==> src/core_timer_pkg.sv <==
// core timer package: register offsets, control field layout, reset values
// assumes a 32-bit AHB-Lite slave with word-aligned registers
`default_nettype none
package core_timer_pkg;
  // register byte offsets
  localparam logic [7:0] OFS_CONTROL = 8'h00;
  localparam logic [7:0] OFS_COUNT = 8'h04;
  localparam logic [7:0] OFS_RELOAD = 8'h08;
  localparam logic [7:0] OFS_IRQ_CTRL = 8'h0C;
  // control field positions
  localparam int PRESCALE_LSB = 0;
  localparam int RUN_BIT = 6;
  localparam int DOWN_BIT = 7;
  localparam int TOGGLE_OE_BIT = 9;
  localparam int TOGGLE_BIT = 10;
  localparam int RELOAD_EN_BIT = 15;
  // irq control field positions
  localparam int REQ_ENABLE_BIT = 6;
  localparam int REQ_FLAG_BIT = 7;
  localparam int REQ_ROUTE_BIT = 3;
  // writable control bits
  localparam logic [15:0] CONTROL_MASK = 16'h86C7;
  localparam logic [15:0] CONTROL_RESET = 16'h0000;
  localparam logic [15:0] COUNT_RESET = 16'h0000;
  localparam logic [15:0] RELOAD_RESET = 16'h0000;
  // base prescale: oscillator divided by eight
  localparam int BASE_DIV = 8;
  localparam int PRESCALE_W = 10;
  localparam logic [15:0] COUNT_MAX = 16'hFFFF;
  localparam logic [15:0] COUNT_MIN = 16'h0000;

  typedef struct packed {
    logic wrap;
    logic toggle;
    logic up_edge;
  } timer_event_s;
endpackage
`default_nettype wire

==> src/core_timer.sv <==
// core timer: 16-bit up/down timer with prescaler, toggle latch and reload
// assumes one 200 MHz clock, synchronous high reset, one AHB-Lite master
//
// Design decisions made here: the register offsets and register access over AHB-Lite.
`default_nettype none
module core_timer
  import core_timer_pkg::*;
#(
  parameter int COUNT_W = 16
)
(
  // clock and reset
  input wire logic I_SYS_CLK,
  input wire logic I_RST,
  // ahb-lite slave
  input wire logic I_HSEL,
  input wire logic [31:0] I_HADDR,
  input wire logic [1:0] I_HTRANS,
  input wire logic I_HWRITE,
  input wire logic [2:0] I_HSIZE,
  input wire logic [31:0] I_HWDATA,
  input wire logic I_HREADY,
  output logic [31:0] O_HRDATA,
  output logic O_HREADYOUT,
  output logic O_HRESP,
  // toggle pin and gpio fallback
  input wire logic I_GPIO_OUT,
  output logic O_TOGGLE_PIN,
  // request outputs
  output logic O_IRQ,
  output logic O_PEC_REQ,
  // internal links to other timers
  output logic O_AUX_TOGGLE,
  output logic O_AUX_EVENT,
  output logic O_CAPTURE_COMPARE_UNIT_TICK
);

  logic [15:0] ctrl_q;
  logic [COUNT_W-1:0] count_q;
  logic [COUNT_W-1:0] reload_q;
  logic req_flag_q;
  logic req_en_q;
  logic req_route_q;
  logic [PRESCALE_W-1:0] pre_q;
  logic wr_pend_q;
  logic [7:0] wr_addr_q;
  logic [31:0] rdata_q;

  // control fields
  wire logic [2:0] prescale_select = ctrl_q[PRESCALE_LSB +: 3];
  wire logic core_run = ctrl_q[RUN_BIT];
  wire logic count_down_select = ctrl_q[DOWN_BIT];
  wire logic toggle_output_enable = ctrl_q[TOGGLE_OE_BIT];
  wire logic overflow_toggle_latch = ctrl_q[TOGGLE_BIT];
  wire logic reload_enable = ctrl_q[RELOAD_EN_BIT];

  // prescaler: tick when low bits of free counter all one
  wire logic [PRESCALE_W-1:0] pre_mask =
    PRESCALE_W'((BASE_DIV << prescale_select) - 1);
  wire logic tick = core_run && ((pre_q & pre_mask) == pre_mask);

  // wrap detection
  wire logic wrap = tick && (count_down_select ? (count_q == COUNT_W'(COUNT_MIN))
    : (count_q == COUNT_W'(COUNT_MAX)));
  wire logic [COUNT_W-1:0] count_step = count_down_select ?
    count_q - COUNT_W'(1) : count_q + COUNT_W'(1);

  // register select, decoded separately for the held write address and the live read address
  typedef enum logic [2:0] {
    SEL_CONTROL,
    SEL_COUNT,
    SEL_RELOAD,
    SEL_IRQ,
    SEL_NONE
  } reg_sel_e;

  // unmapped offsets fall through to no register
  function automatic reg_sel_e decode_reg(input logic [7:0] ofs);
    reg_sel_e sel;
    if (ofs == OFS_CONTROL)
    begin
      sel = SEL_CONTROL;
    end
    else if (ofs == OFS_COUNT)
    begin
      sel = SEL_COUNT;
    end
    else if (ofs == OFS_RELOAD)
    begin
      sel = SEL_RELOAD;
    end
    else if (ofs == OFS_IRQ_CTRL)
    begin
      sel = SEL_IRQ;
    end
    else
    begin
      sel = SEL_NONE;
    end
    return sel;
  endfunction

  // bus decode
  wire logic addr_phase = I_HSEL && I_HREADY && I_HTRANS[1];
  wire logic rd_phase = addr_phase && !I_HWRITE;
  wire logic wr_phase = addr_phase && I_HWRITE;
  wire logic [7:0] rd_addr = I_HADDR[7:0];
  reg_sel_e wr_sel;
  reg_sel_e rd_sel;
  assign wr_sel = decode_reg(wr_addr_q);
  assign rd_sel = decode_reg(rd_addr);
  wire logic wr_ctrl = wr_pend_q && (wr_sel == SEL_CONTROL);
  wire logic wr_count = wr_pend_q && (wr_sel == SEL_COUNT);
  wire logic wr_reload = wr_pend_q && (wr_sel == SEL_RELOAD);
  wire logic wr_irq = wr_pend_q && (wr_sel == SEL_IRQ);

  // wrap event bundle for the other timers
  timer_event_s evt;
  assign evt.wrap = wrap;
  assign evt.toggle = wrap;
  assign evt.up_edge = wrap && !overflow_toggle_latch;

  // next control: software writes the CONTROL_MASK bits, hardware toggle wins afterward
  logic [15:0] ctrl_d;
  always_comb
  begin
    ctrl_d = ctrl_q;
    if (wr_ctrl)
    begin
      ctrl_d = I_HWDATA[15:0] & CONTROL_MASK;
    end
    if (wrap)
    begin
      ctrl_d[TOGGLE_BIT] = ~overflow_toggle_latch;
    end
  end

  // next count
  logic [COUNT_W-1:0] count_d;
  always_comb
  begin
    count_d = count_q;
    if (wr_count)
    begin
      count_d = I_HWDATA[COUNT_W-1:0];
    end
    else if (wrap && reload_enable)
    begin
      count_d = reload_q;
    end
    else if (tick)
    begin
      count_d = count_step;
    end
  end

  // read mux
  wire logic [31:0] irq_word =
    {24'h000000, req_flag_q, req_en_q, 2'b00, req_route_q, 3'b000};
  wire logic [31:0] rd_val =
    (rd_sel == SEL_CONTROL) ? {16'h0000, ctrl_q} :
    (rd_sel == SEL_COUNT) ? {{(32-COUNT_W){1'b0}}, count_q} :
    (rd_sel == SEL_RELOAD) ? {{(32-COUNT_W){1'b0}}, reload_q} :
    (rd_sel == SEL_IRQ) ? irq_word :
    32'h00000000;

  // control register
  always_ff @(posedge I_SYS_CLK)
  begin
    if (I_RST)
    begin
      ctrl_q <= CONTROL_RESET;
    end
    else
    begin
      ctrl_q <= ctrl_d;
    end
  end

  // counter register
  always_ff @(posedge I_SYS_CLK)
  begin
    if (I_RST)
    begin
      count_q <= COUNT_W'(COUNT_RESET);
    end
    else
    begin
      count_q <= count_d;
    end
  end

  // free-running prescaler; tick taps its low bits
  always_ff @(posedge I_SYS_CLK)
  begin
    if (I_RST)
    begin
      pre_q <= '0;
    end
    else
    begin
      pre_q <= pre_q + PRESCALE_W'(1);
    end
  end

  // reload register
  always_ff @(posedge I_SYS_CLK)
  begin
    if (I_RST)
    begin
      reload_q <= COUNT_W'(RELOAD_RESET);
    end
    else if (wr_reload)
    begin
      reload_q <= I_HWDATA[COUNT_W-1:0];
    end
  end

  // write address held into the data phase
  always_ff @(posedge I_SYS_CLK)
  begin
    if (I_RST)
    begin
      wr_pend_q <= 1'b0;
      wr_addr_q <= 8'h00;
    end
    else
    begin
      wr_pend_q <= wr_phase;
      if (addr_phase)
      begin
        wr_addr_q <= I_HADDR[7:0];
      end
    end
  end

  // read data, stands until the next read
  always_ff @(posedge I_SYS_CLK)
  begin
    if (I_RST)
    begin
      rdata_q <= 32'h00000000;
    end
    else if (rd_phase)
    begin
      rdata_q <= rd_val;
    end
  end

  // request flag: hardware set wins over software clear
  always_ff @(posedge I_SYS_CLK)
  begin
    if (I_RST)
    begin
      req_flag_q <= 1'b0;
      req_en_q <= 1'b0;
      req_route_q <= 1'b0;
    end
    else
    begin
      if (wr_irq)
      begin
        req_en_q <= I_HWDATA[REQ_ENABLE_BIT];
        req_route_q <= I_HWDATA[REQ_ROUTE_BIT];
      end
      if (wrap)
      begin
        req_flag_q <= 1'b1;
      end
      else if (wr_irq)
      begin
        req_flag_q <= I_HWDATA[REQ_FLAG_BIT];
      end
    end
  end

  // outputs
  assign O_HRDATA = rdata_q;
  assign O_HREADYOUT = 1'b1;
  assign O_HRESP = 1'b0;
  assign O_IRQ = req_flag_q && req_en_q && !req_route_q;
  assign O_PEC_REQ = req_flag_q && req_en_q && req_route_q;
  // pin output level; port latch and direction live outside
  assign O_TOGGLE_PIN = toggle_output_enable ? overflow_toggle_latch : I_GPIO_OUT;
  assign O_AUX_TOGGLE = overflow_toggle_latch;
  assign O_AUX_EVENT = evt.toggle;
  assign O_CAPTURE_COMPARE_UNIT_TICK = evt.wrap;

endmodule // core_timer
`default_nettype wire

==> config.mk <==
export PLATFORM = sky130hd
export DESIGN_NAME = core_timer
export DESIGN_NICKNAME = d
export VERILOG_FILES = /design/src/core_timer_pkg.sv /design/src/core_timer.sv
export SDC_FILE = /design/constraint.sdc
export NUM_CORES = 1
export LEC_CHECK = 0
export ABC_AREA = 1
export BUFFER_PORTS_ARGS = -buffer_cell sky130_fd_sc_hd__buf_4
export CORE_ASPECT_RATIO = 1.75
export CORE_MARGIN = 2
export CORE_UTILIZATION = 55
export CTS_CLUSTER_SIZE = 14
export DETAILED_ROUTE_END_ITERATION = 10
export PLACE_DENSITY = 0.81
export REMOVE_ABC_BUFFERS = 1
export SLEW_MARGIN = 10
export SYNTH_ARGS = -nofsm -noshare
export SYNTH_HDL_FRONTEND = slang
export SYNTH_SLANG_ARGS = --single-unit
export TNS_END_PERCENT = 100
==> constraint.sdc <==
create_clock -name I_SYS_CLK -period 2.9 [get_ports I_SYS_CLK]
set_clock_uncertainty 0.2 [all_clocks]
set_input_delay 0 -clock I_SYS_CLK [delete_from_list [all_inputs] [get_ports I_SYS_CLK]]
set_output_delay 0 -clock I_SYS_CLK [all_outputs]
set_load 0.05 [all_outputs]
==> metrics.md, run 1 <==
| Metric | Value |
|---|---|
| Run status | `complete, no violations` |
| DRT Pass-1 Iters | `5` |
| Cts repair resizes | `0` |
| CTS tree | `yes` |
| Initial DRC Count | `roughly 440` |
| Layout cells sized above 1 | `12.9%` |
| Least-Margin Pin Slew | `between 0.6 and 0.7 ns` |
| Post-DR vias/cell | `around 5.6` |
| Predominant post-synthesis flop cell | `dfxtp_1` |
| Post-DP HPWL | `between 10 and 15 mm` |
| TritonCTS Sinks | `78` |
| Hold Worst Slack | `0.102 ns` |
| Pwr Density | `around 440 nW/µm²` |
| Footprint of the multi-input gates | `~2700 µm²` |
| CTS clock-pin slew for the worst setup and hold paths | `0.06 ns` |
| Worst reg-to-reg path cell count | `11` |
| Max Fanout on Critical Path | `14` |
| Fin nets | `a little over 900` |
| Worst setup SP type | `register` |
| CTS max path bufs | `2` |
| All-Layer GR Usage | `between 30% and 40%` |
| Fin area | `about 6000 µm²` |
| P&R area growth vs syn | `20.5%` |
| Total CTS buffers | `9` |
| Yosys reg bits | `roughly 80` |
| Largest net degree at the start of global routing | `33` |
| Synth Warn # | `0` |
| DP Worst Slack | `0.318 ns` |
| Static Leak | `approximately 0.0026 µW` |
| RSZ-0062 raised after global routing | `no` |
| Tcrit/Tclk final | `about nine tenths` |
| Via count of the first global-routing pass | `~5,100` |
| Register area share after synthesis | `32.1%` |
| Crit. End Element | `primary output` |
| Synth unique cells | `37` |
| Worst-Skew Late Latency | `0.34 ns` |
| Synthesized area | `4860 µm²` |
| Final hold vios | `0` |
| DIE WIDTH | `75.1 µm` |
| Setup violators final | `0` |
| Die Footprint | `about 9600 µm²` |
| Top cell type by total area after synthesis | `dfxtp_1` |
| Antenna diode instance count | `0` |
| Final wirelength | `about 15 mm` |
| Initial antenna violation count | `0` |
| GRT overflow | `0` |
| Reg area | `1560 µm²` |
| Worst setup startpoint | `ctrl_q[7]` |
| Post-DRT Antenna Nets | `0` |
| Final worst setup slack | `about 0.26 ns` |
| Hold Crit Depth | `3` |
| Ys async rst share | `0%` |
| Crit path time final | `roughly 2.6 ns` |
| WP data required | `about 2.7 ns` |
| First-pass GRT wire length | `between 20 and 25 mm` |
| RePlAce Congestion | `between 0.9 and 1` |
| Crit path DAT | `~2.4 ns` |
| Total number of vias | `around 5,300` |
| VDD IR max | `slightly below 0.4 mV` |
| Max-slew headroom | `between 50% and 60%` |
| Post-synth top area share | `32.1%` |
| Setup Total Neg Slack | `0 ns` |
| Peak Freq | `between 0.3 and 0.4 GHz` |
| Reg2Reg Launch Point | `ctrl_q[7]` |
| MaxCap Viol Count | `0` |
| I/O pins | `about 120` |
| Mean post-synth cell area | `6.46 µm²` |
| Synth area leaders | `dfxtp_1 (32%), nand2_1 (14%), inv_1 (7.9%)` |
| H-tree depth | `3` |
| Total core area | `8610 µm²` |
| Port Buffers | `52` |
| Fill count | `between 700 and 800` |
| Hold_sp | `I_HTRANS[1]` |
| FP Rows | `45` |
| Die Ht | `~130 µm` |
| Hold Path Class | `input pin to register` |
| Area after DPL | `5270 µm²` |
| Initial Util | `a little under three fifths` |
| Max-slew violation count | `0` |
| CP Class | `register to primary output` |
| EDFF count, synth | `0` |
| WL/cell | `around 15 µm` |
| Final Power | `2550 µW` |
| Cells after Synth | `753` |
| Drc violations | `0` |
| Root Buffer | `clkbuf_16` |
[power by group]
group	leakage, µW	total, µW	switching (µW)	internal (µW)
sequential	0.000630	1100	9.55	1090
combinational	0.00179	237	155	81.6
clock	0.000155	1220	445	773
total	0.00257	2550	610	1940
[final timing paths]
kind	endpoint	slack, ns
max	O_AUX_EVENT	0.26
min	wr_pend_q	0.10
max reg2reg	count_q[13]	0.28
min reg2reg	pre_q[0]	0.25
[registers in the layout, indices dropped and copies added, names as in the netlist]
signal and flops:
req_flag_q 1, ctrl_q 8, count_q 16, pre_q 10, req_en_q 1, wr_addr_q 8, O_HRDATA 16, wr_pend_q 1
reload_q 16, req_route_q 1
[logic make-up (layout without fill, tap and decap cells)]
logic type,count (synthesis),in the layout,synth area share [%]
other cells,2,18,0.154
flops,78,78,32.1
xor+xnor,9,9,1.62
compound gates,156,156,16.9
simple gates,336,336,30.9
buf+inv,156,216,14.1
fa+ha+maj,16,16,4.27
[synthesized netlist by cell type (6+ instances only)]
cell      instances
nand3_1          49
a21oi_1          73
dfxtp_1          78
inv_1           102
o21ai_1           9
nor2_1           54
nand4_1          12
ha_1             15
nand2_1         185
nor3_1           10
clkbuf_1         16
inv_2            10
nand3_2           6
buf_4            21
xnor2_1           6
o21ai_0          56
[routing by layer]
layer  up-vias  part of all wire [%]  track usage, %
li1       2555                     -               -
met1      2400                    35            33.3
met2       231                    51            54.1
met3        76                   5.8            5.56
met4         0                   7.7            25.0
met5         -                     0               0
[area by class of cell]
cell class / instances / area share (%)
Clock buffer: 10 / 4.08
Clock inverter: 5 / 1.39
Tap cell: 117 / 2.50
Sequential cell: 78 / 26.6
Multi-Input combinational cell: 535 / 45.7
Timing Repair Buffer: 89 / 12.6
Inverter: 112 / 7.17
[per-stage QoR]
| stage | util, % | cells |
|---|---|---|
| after CTS | 68.0 | 946 |
| after floorplan | - | 725 |
| after global routing | 68.0 | 946 |
| final | 68.0 | 946 |
| after detailed placement | 61.2 | 904 |
| after global placement | 61.2 | 904 |
[layout by cell type (no fill, tap or decap), types with 3 or more instances in the layout]
| cell | n |
|---|---|
| nand3_1 | 49 |
| xnor2_1 | 6 |
| inv_2 | 10 |
| o22ai_1 | 5 |
| buf_4 | 62 |
| nor2_2 | 5 |
| conb_1 | 18 |
| nand2_1 | 185 |
| nor3_1 | 10 |
| a311oi_1 | 5 |
| a21oi_1 | 73 |
| a31oi_1 | 4 |
| dfxtp_1 | 78 |
| o21ai_1 | 9 |
| ha_1 | 15 |
| xor2_1 | 3 |
| dlygate4sd3_1 | 27 |
| o211ai_1 | 3 |
| nand3_2 | 6 |
| clkbuf_16 | 9 |
| nand4_1 | 12 |
| nor2_1 | 54 |
| nor2_4 | 3 |
| inv_1 | 102 |
| o21ai_0 | 56 |
[what timing repair did]
action                                 CTS  global route
setup buffers                            0             0
hold buffers                            27             0
endpoints found under the hold margin   70             0
[worst max-delay path: stages, from the launching register on]
cell	delay, ns
dfxtp_1	0.75
inv_2	0.10
buf_4	0.20
nor3_1	0.16
nand3_1	0.10
nand2_1	0.14
buf_4	0.17
nand2_1	0.17
inv_1	0.12
buf_4	0.20
Note: power is estimated with default switching activity, not from simulation.
==> inputs of run 2 (changes only) <==
--- a/config.mk
+++ b/config.mk
@@ -9,10 +9,9 @@
 export BUFFER_PORTS_ARGS = -buffer_cell sky130_fd_sc_hd__buf_4
 export CORE_ASPECT_RATIO = 1.75
 export CORE_MARGIN = 2
-export CORE_UTILIZATION = 55
+export CORE_UTILIZATION = 30
 export CTS_CLUSTER_SIZE = 14
 export DETAILED_ROUTE_END_ITERATION = 10
-export PLACE_DENSITY = 0.81
 export REMOVE_ABC_BUFFERS = 1
 export SLEW_MARGIN = 10
 export SYNTH_ARGS = -nofsm -noshare
==> run 2 against run 1 <==
  * Global-route usage shrank 14 points
  * Critical path depth down 1
  * Worst hold slack got worse by 0.088 ns
  * Register-to-register slack better by 0.26 ns
  * Power up 5.2%
  * Design area up 2.5%
  * First-iteration DRC count down 31%
  * Count of clock-buffer cells in the layout did not move
  * Non-clock buffer count is 3 higher
  * Utilization decreased by 30 points
  * Critical path type unchanged
  * Critical endpoint is now O_CAPTURE_COMPARE_UNIT_TICK
  * Largest cell class unchanged
==> metrics.md, run 2 (synthesis gave the netlist of run 1 again) <==
| Metric | Value |
|---|---|
| Run status | `complete, no violations` |
| Final hold vios | `0 (unchanged)` |
| RePlAce Congestion | `0.905 (-4.3%)` |
| Worst reg-to-reg path cell count | `12 (+1)` |
| Hold_sp | `I_HREADY` |
| DIE WIDTH | `100 µm (+34%)` |
| Initial DRC Count | `299 (-31%)` |
| Final worst setup slack | `0.530 ns (+0.273 ns)` |
| Worst flop-to-flop path endpoint | `count_q[13]` |
| Port Buffers | `52 (unchanged)` |
| Top delay family on crit path | `buffers and inverters` |
| Final Power | `2680 µW (+5.2%)` |
| Root Buffer | `clkbuf_16` |
| GRT overflow | `0 (unchanged)` |
| Setup violators final | `0 (unchanged)` |
| Crit path time final | `2.37 ns (-0.273 ns)` |
| FP Rows | `61 (+36%)` |
| Via count of the first global-routing pass | `4,877 (-5.1%)` |
| TritonCTS Sinks | `78 (unchanged)` |
| Setup Total Neg Slack | `0 ns (unchanged)` |
| CTS tree | `yes` |
| Reg2Reg Launch Point | `ctrl_q[7]` |
| Final wirelength | `15.1 mm (+3.7%)` |
| VDD IR max | `0.282 mV (-28%)` |
| Fin nets | `919 (+0.33%)` |
| Reg area | `1560 µm² (unchanged)` |
| Post-DP HPWL | `11.7 mm (+10%)` |
| Slowest stage delay, CP | `0.52 ns (-0.23 ns)` |
| Max-slew violation count | `0 (unchanged)` |
| WP data required | `2.70 ns (about the same)` |
| R2R setup slack | `0.54 ns (+0.26 ns)` |
| I/O pins | `115 (unchanged)` |
| RSZ-0062 raised after global routing | `no` |
| Combinational power share | `8.8% (-0.5 points)` |
| Hold EP | `wr_pend_q` |
| Post-DR vias/cell | `4.85 (-13%)` |
| Total CTS buffers | `9 (unchanged)` |
| WL/cell | `14.8 µm (-4.0%)` |
| Critical path, cell by cell | `inv_2, nor3_1, nand3_1, nand2_1, buf_4, nand2_1, inv_1, buf_4` |
| Crit. End Element | `primary output` |
| Peak Freq | `0.422 GHz (+12%)` |
| Clock share of power | `50.4% (+2.6 points)` |
| Static Leak | `0.00260 µW (+1.2%)` |
| Die Footprint | `17,300 µm² (+79%)` |
| MaxCap Viol Count | `0 (unchanged)` |
| Post-DRT Antenna Nets | `0 (unchanged)` |
| P&R area growth vs syn | `23.5%` |
| Worst setup SP type | `register` |
| Commonest non-fill, non-tap cell in the layout | `nand2_1` |
| Max-slew headroom | `65.5% (+10 points)` |
| Tcrit/Tclk final | `81.7% (-9.4 points)` |
| Pwr Density | `447 nW/µm² (+2.6%)` |
| Hold Path Class | `input pin to register` |
| Layout cells sized above 1 | `13.3% (+0.42 points)` |
| Internal | `2040 µW (+5.1%)` |
| Initial Util | `30.6% (-26 points)` |
| All-Layer GR Usage | `17.9% (-14 points)` |
| Most frequent cells in the layout | `nand2_1 (185), inv_1 (102), dfxtp_1 (78)` |
| Cts repair resizes | `0 (unchanged)` |
| DRT Pass-1 Iters | `5 (unchanged)` |
| CTS max path bufs | `2 (unchanged)` |
| CP Class | `register to primary output` |
| Die Ht | `172 µm (+34%)` |
| NetSw | `643 µW (+5.4%)` |
| Total number of vias | `4,956 (-5.8%)` |
| Worst-Skew Late Latency | `0.35 ns (about the same)` |
| Worst Path Buf+Inv | `4 (-1)` |
| Footprint of the multi-input gates | `2680 µm² (unchanged)` |
| CTS clock-pin slew for the worst setup and hold paths | `0.07 ns (about the same)` |
| Total core area | `15,900 µm² (+84%)` |
| Initial antenna violation count | `0 (unchanged)` |
| Max Fanout on Critical Path | `10 (-4)` |
| Flop pwr share | `40.8% (-2.1 points)` |
| First-pass GRT wire length | `24.2 mm (+3.2%)` |
| H-tree depth | `3 (unchanged)` |
| Postcts setup bufs | `0 (unchanged)` |
| Hold Crit Depth | `4 (+1)` |
| Drc violations | `0 (unchanged)` |
| DP Worst Slack | `0.522 ns (+0.204 ns)` |
| Antenna diode instance count | `0 (unchanged)` |
| Sw Ratio | `23.9% (+0.039 points)` |
| Least-Margin Pin Slew | `0.516 ns (-0.151 ns)` |
| Crit path DAT | `2.17 ns (-0.27 ns)` |
| Fill count | `1,714 (+120%)` |
| Largest net degree at the start of global routing | `33 (unchanged)` |
| Crit-path slowest cell | `dfxtp_1` |
[run 2: cell types whose count changed in the layout (fill, tap and decap cells not counted), sizes merged]
cell	delta
inv	+1
clkinvlp	-1
buf	+3
bufinv	+1
[run 2: layout make-up]
| cell class | instances | share of cell area (%) |
|---|---|---|
| timing repair buffer | 92 | 12.6 |
| tap | 189 | 3.94 |
| clock inverter | 6 | 1.94 |
| clock buffer | 10 | 3.98 |
| sequential | 78 | 26.0 |
| inverter | 112 | 7.00 |
| multi-input combinational | 535 | 44.5 |
[run 2: metrics by stage]
stage	cell area (µm²)	std cells	utilization, %	hold slack (ns)
2_1_floorplan	4660	725	-	-0.133
3_3_place_gp	5380	979	33.9	0.0549
3_5_place_dp	5380	979	33.9	0.0680
4_1_cts	6010	1022	37.8	0.0349
5_1_grt	6010	1022	37.8	0.0658
6_report	6010	1022	37.8	0.0138
[run 2: repair_timing]
item | 4_1_cts | 5_1_grt
hold buffers | 27 | 0
hold endpoints to repair | 73 | 0
setup endpoints to repair | 0 | 0
[run 2: metal layers]
metal	GRT usage, %	share of wire, %	vias up
met2	35.2	55	93
met4	11.0	5.4	0
met1	17.4	37	2277
li1	-	-	2546
met5	0	0	-
met3	1.94	2.5	40
[run 2: worst max path at each step]
stage | startpoint | endpoint | slack [ns] | cells past startpoint
3_5_place_dp | ctrl_q[7] | count_q[13] | 0.52 | 12
2_1_floorplan | ctrl_q[7] | O_AUX_EVENT | 0.70 | 6
6_report | ctrl_q[7] | O_CAPTURE_COMPARE_UNIT_TICK | 0.53 | 8
4_1_cts | ctrl_q[7] | count_q[13] | 0.52 | 12
3_3_place_gp | ctrl_q[7] | count_q[13] | 0.57 | 12
5_1_grt | ctrl_q[7] | count_q[13] | 0.26 | 12
[run 2: power by group through the flow]
stage               combinational (µW)  clock [µW]  sequential [µW]
finish                             236        1350             1090
global route                       258        1420             1100
CTS                                237        1370             1090
detailed placement                 208           0             1120
global placement                   208           0             1120
floorplan                          117           0             1130
[run 2: tightest hold or removal path, stage by stage]
cell and delay (ns):
buf_4 0.07, nand3_1 0.12, buf_4 0.22, nor2_1 0.09
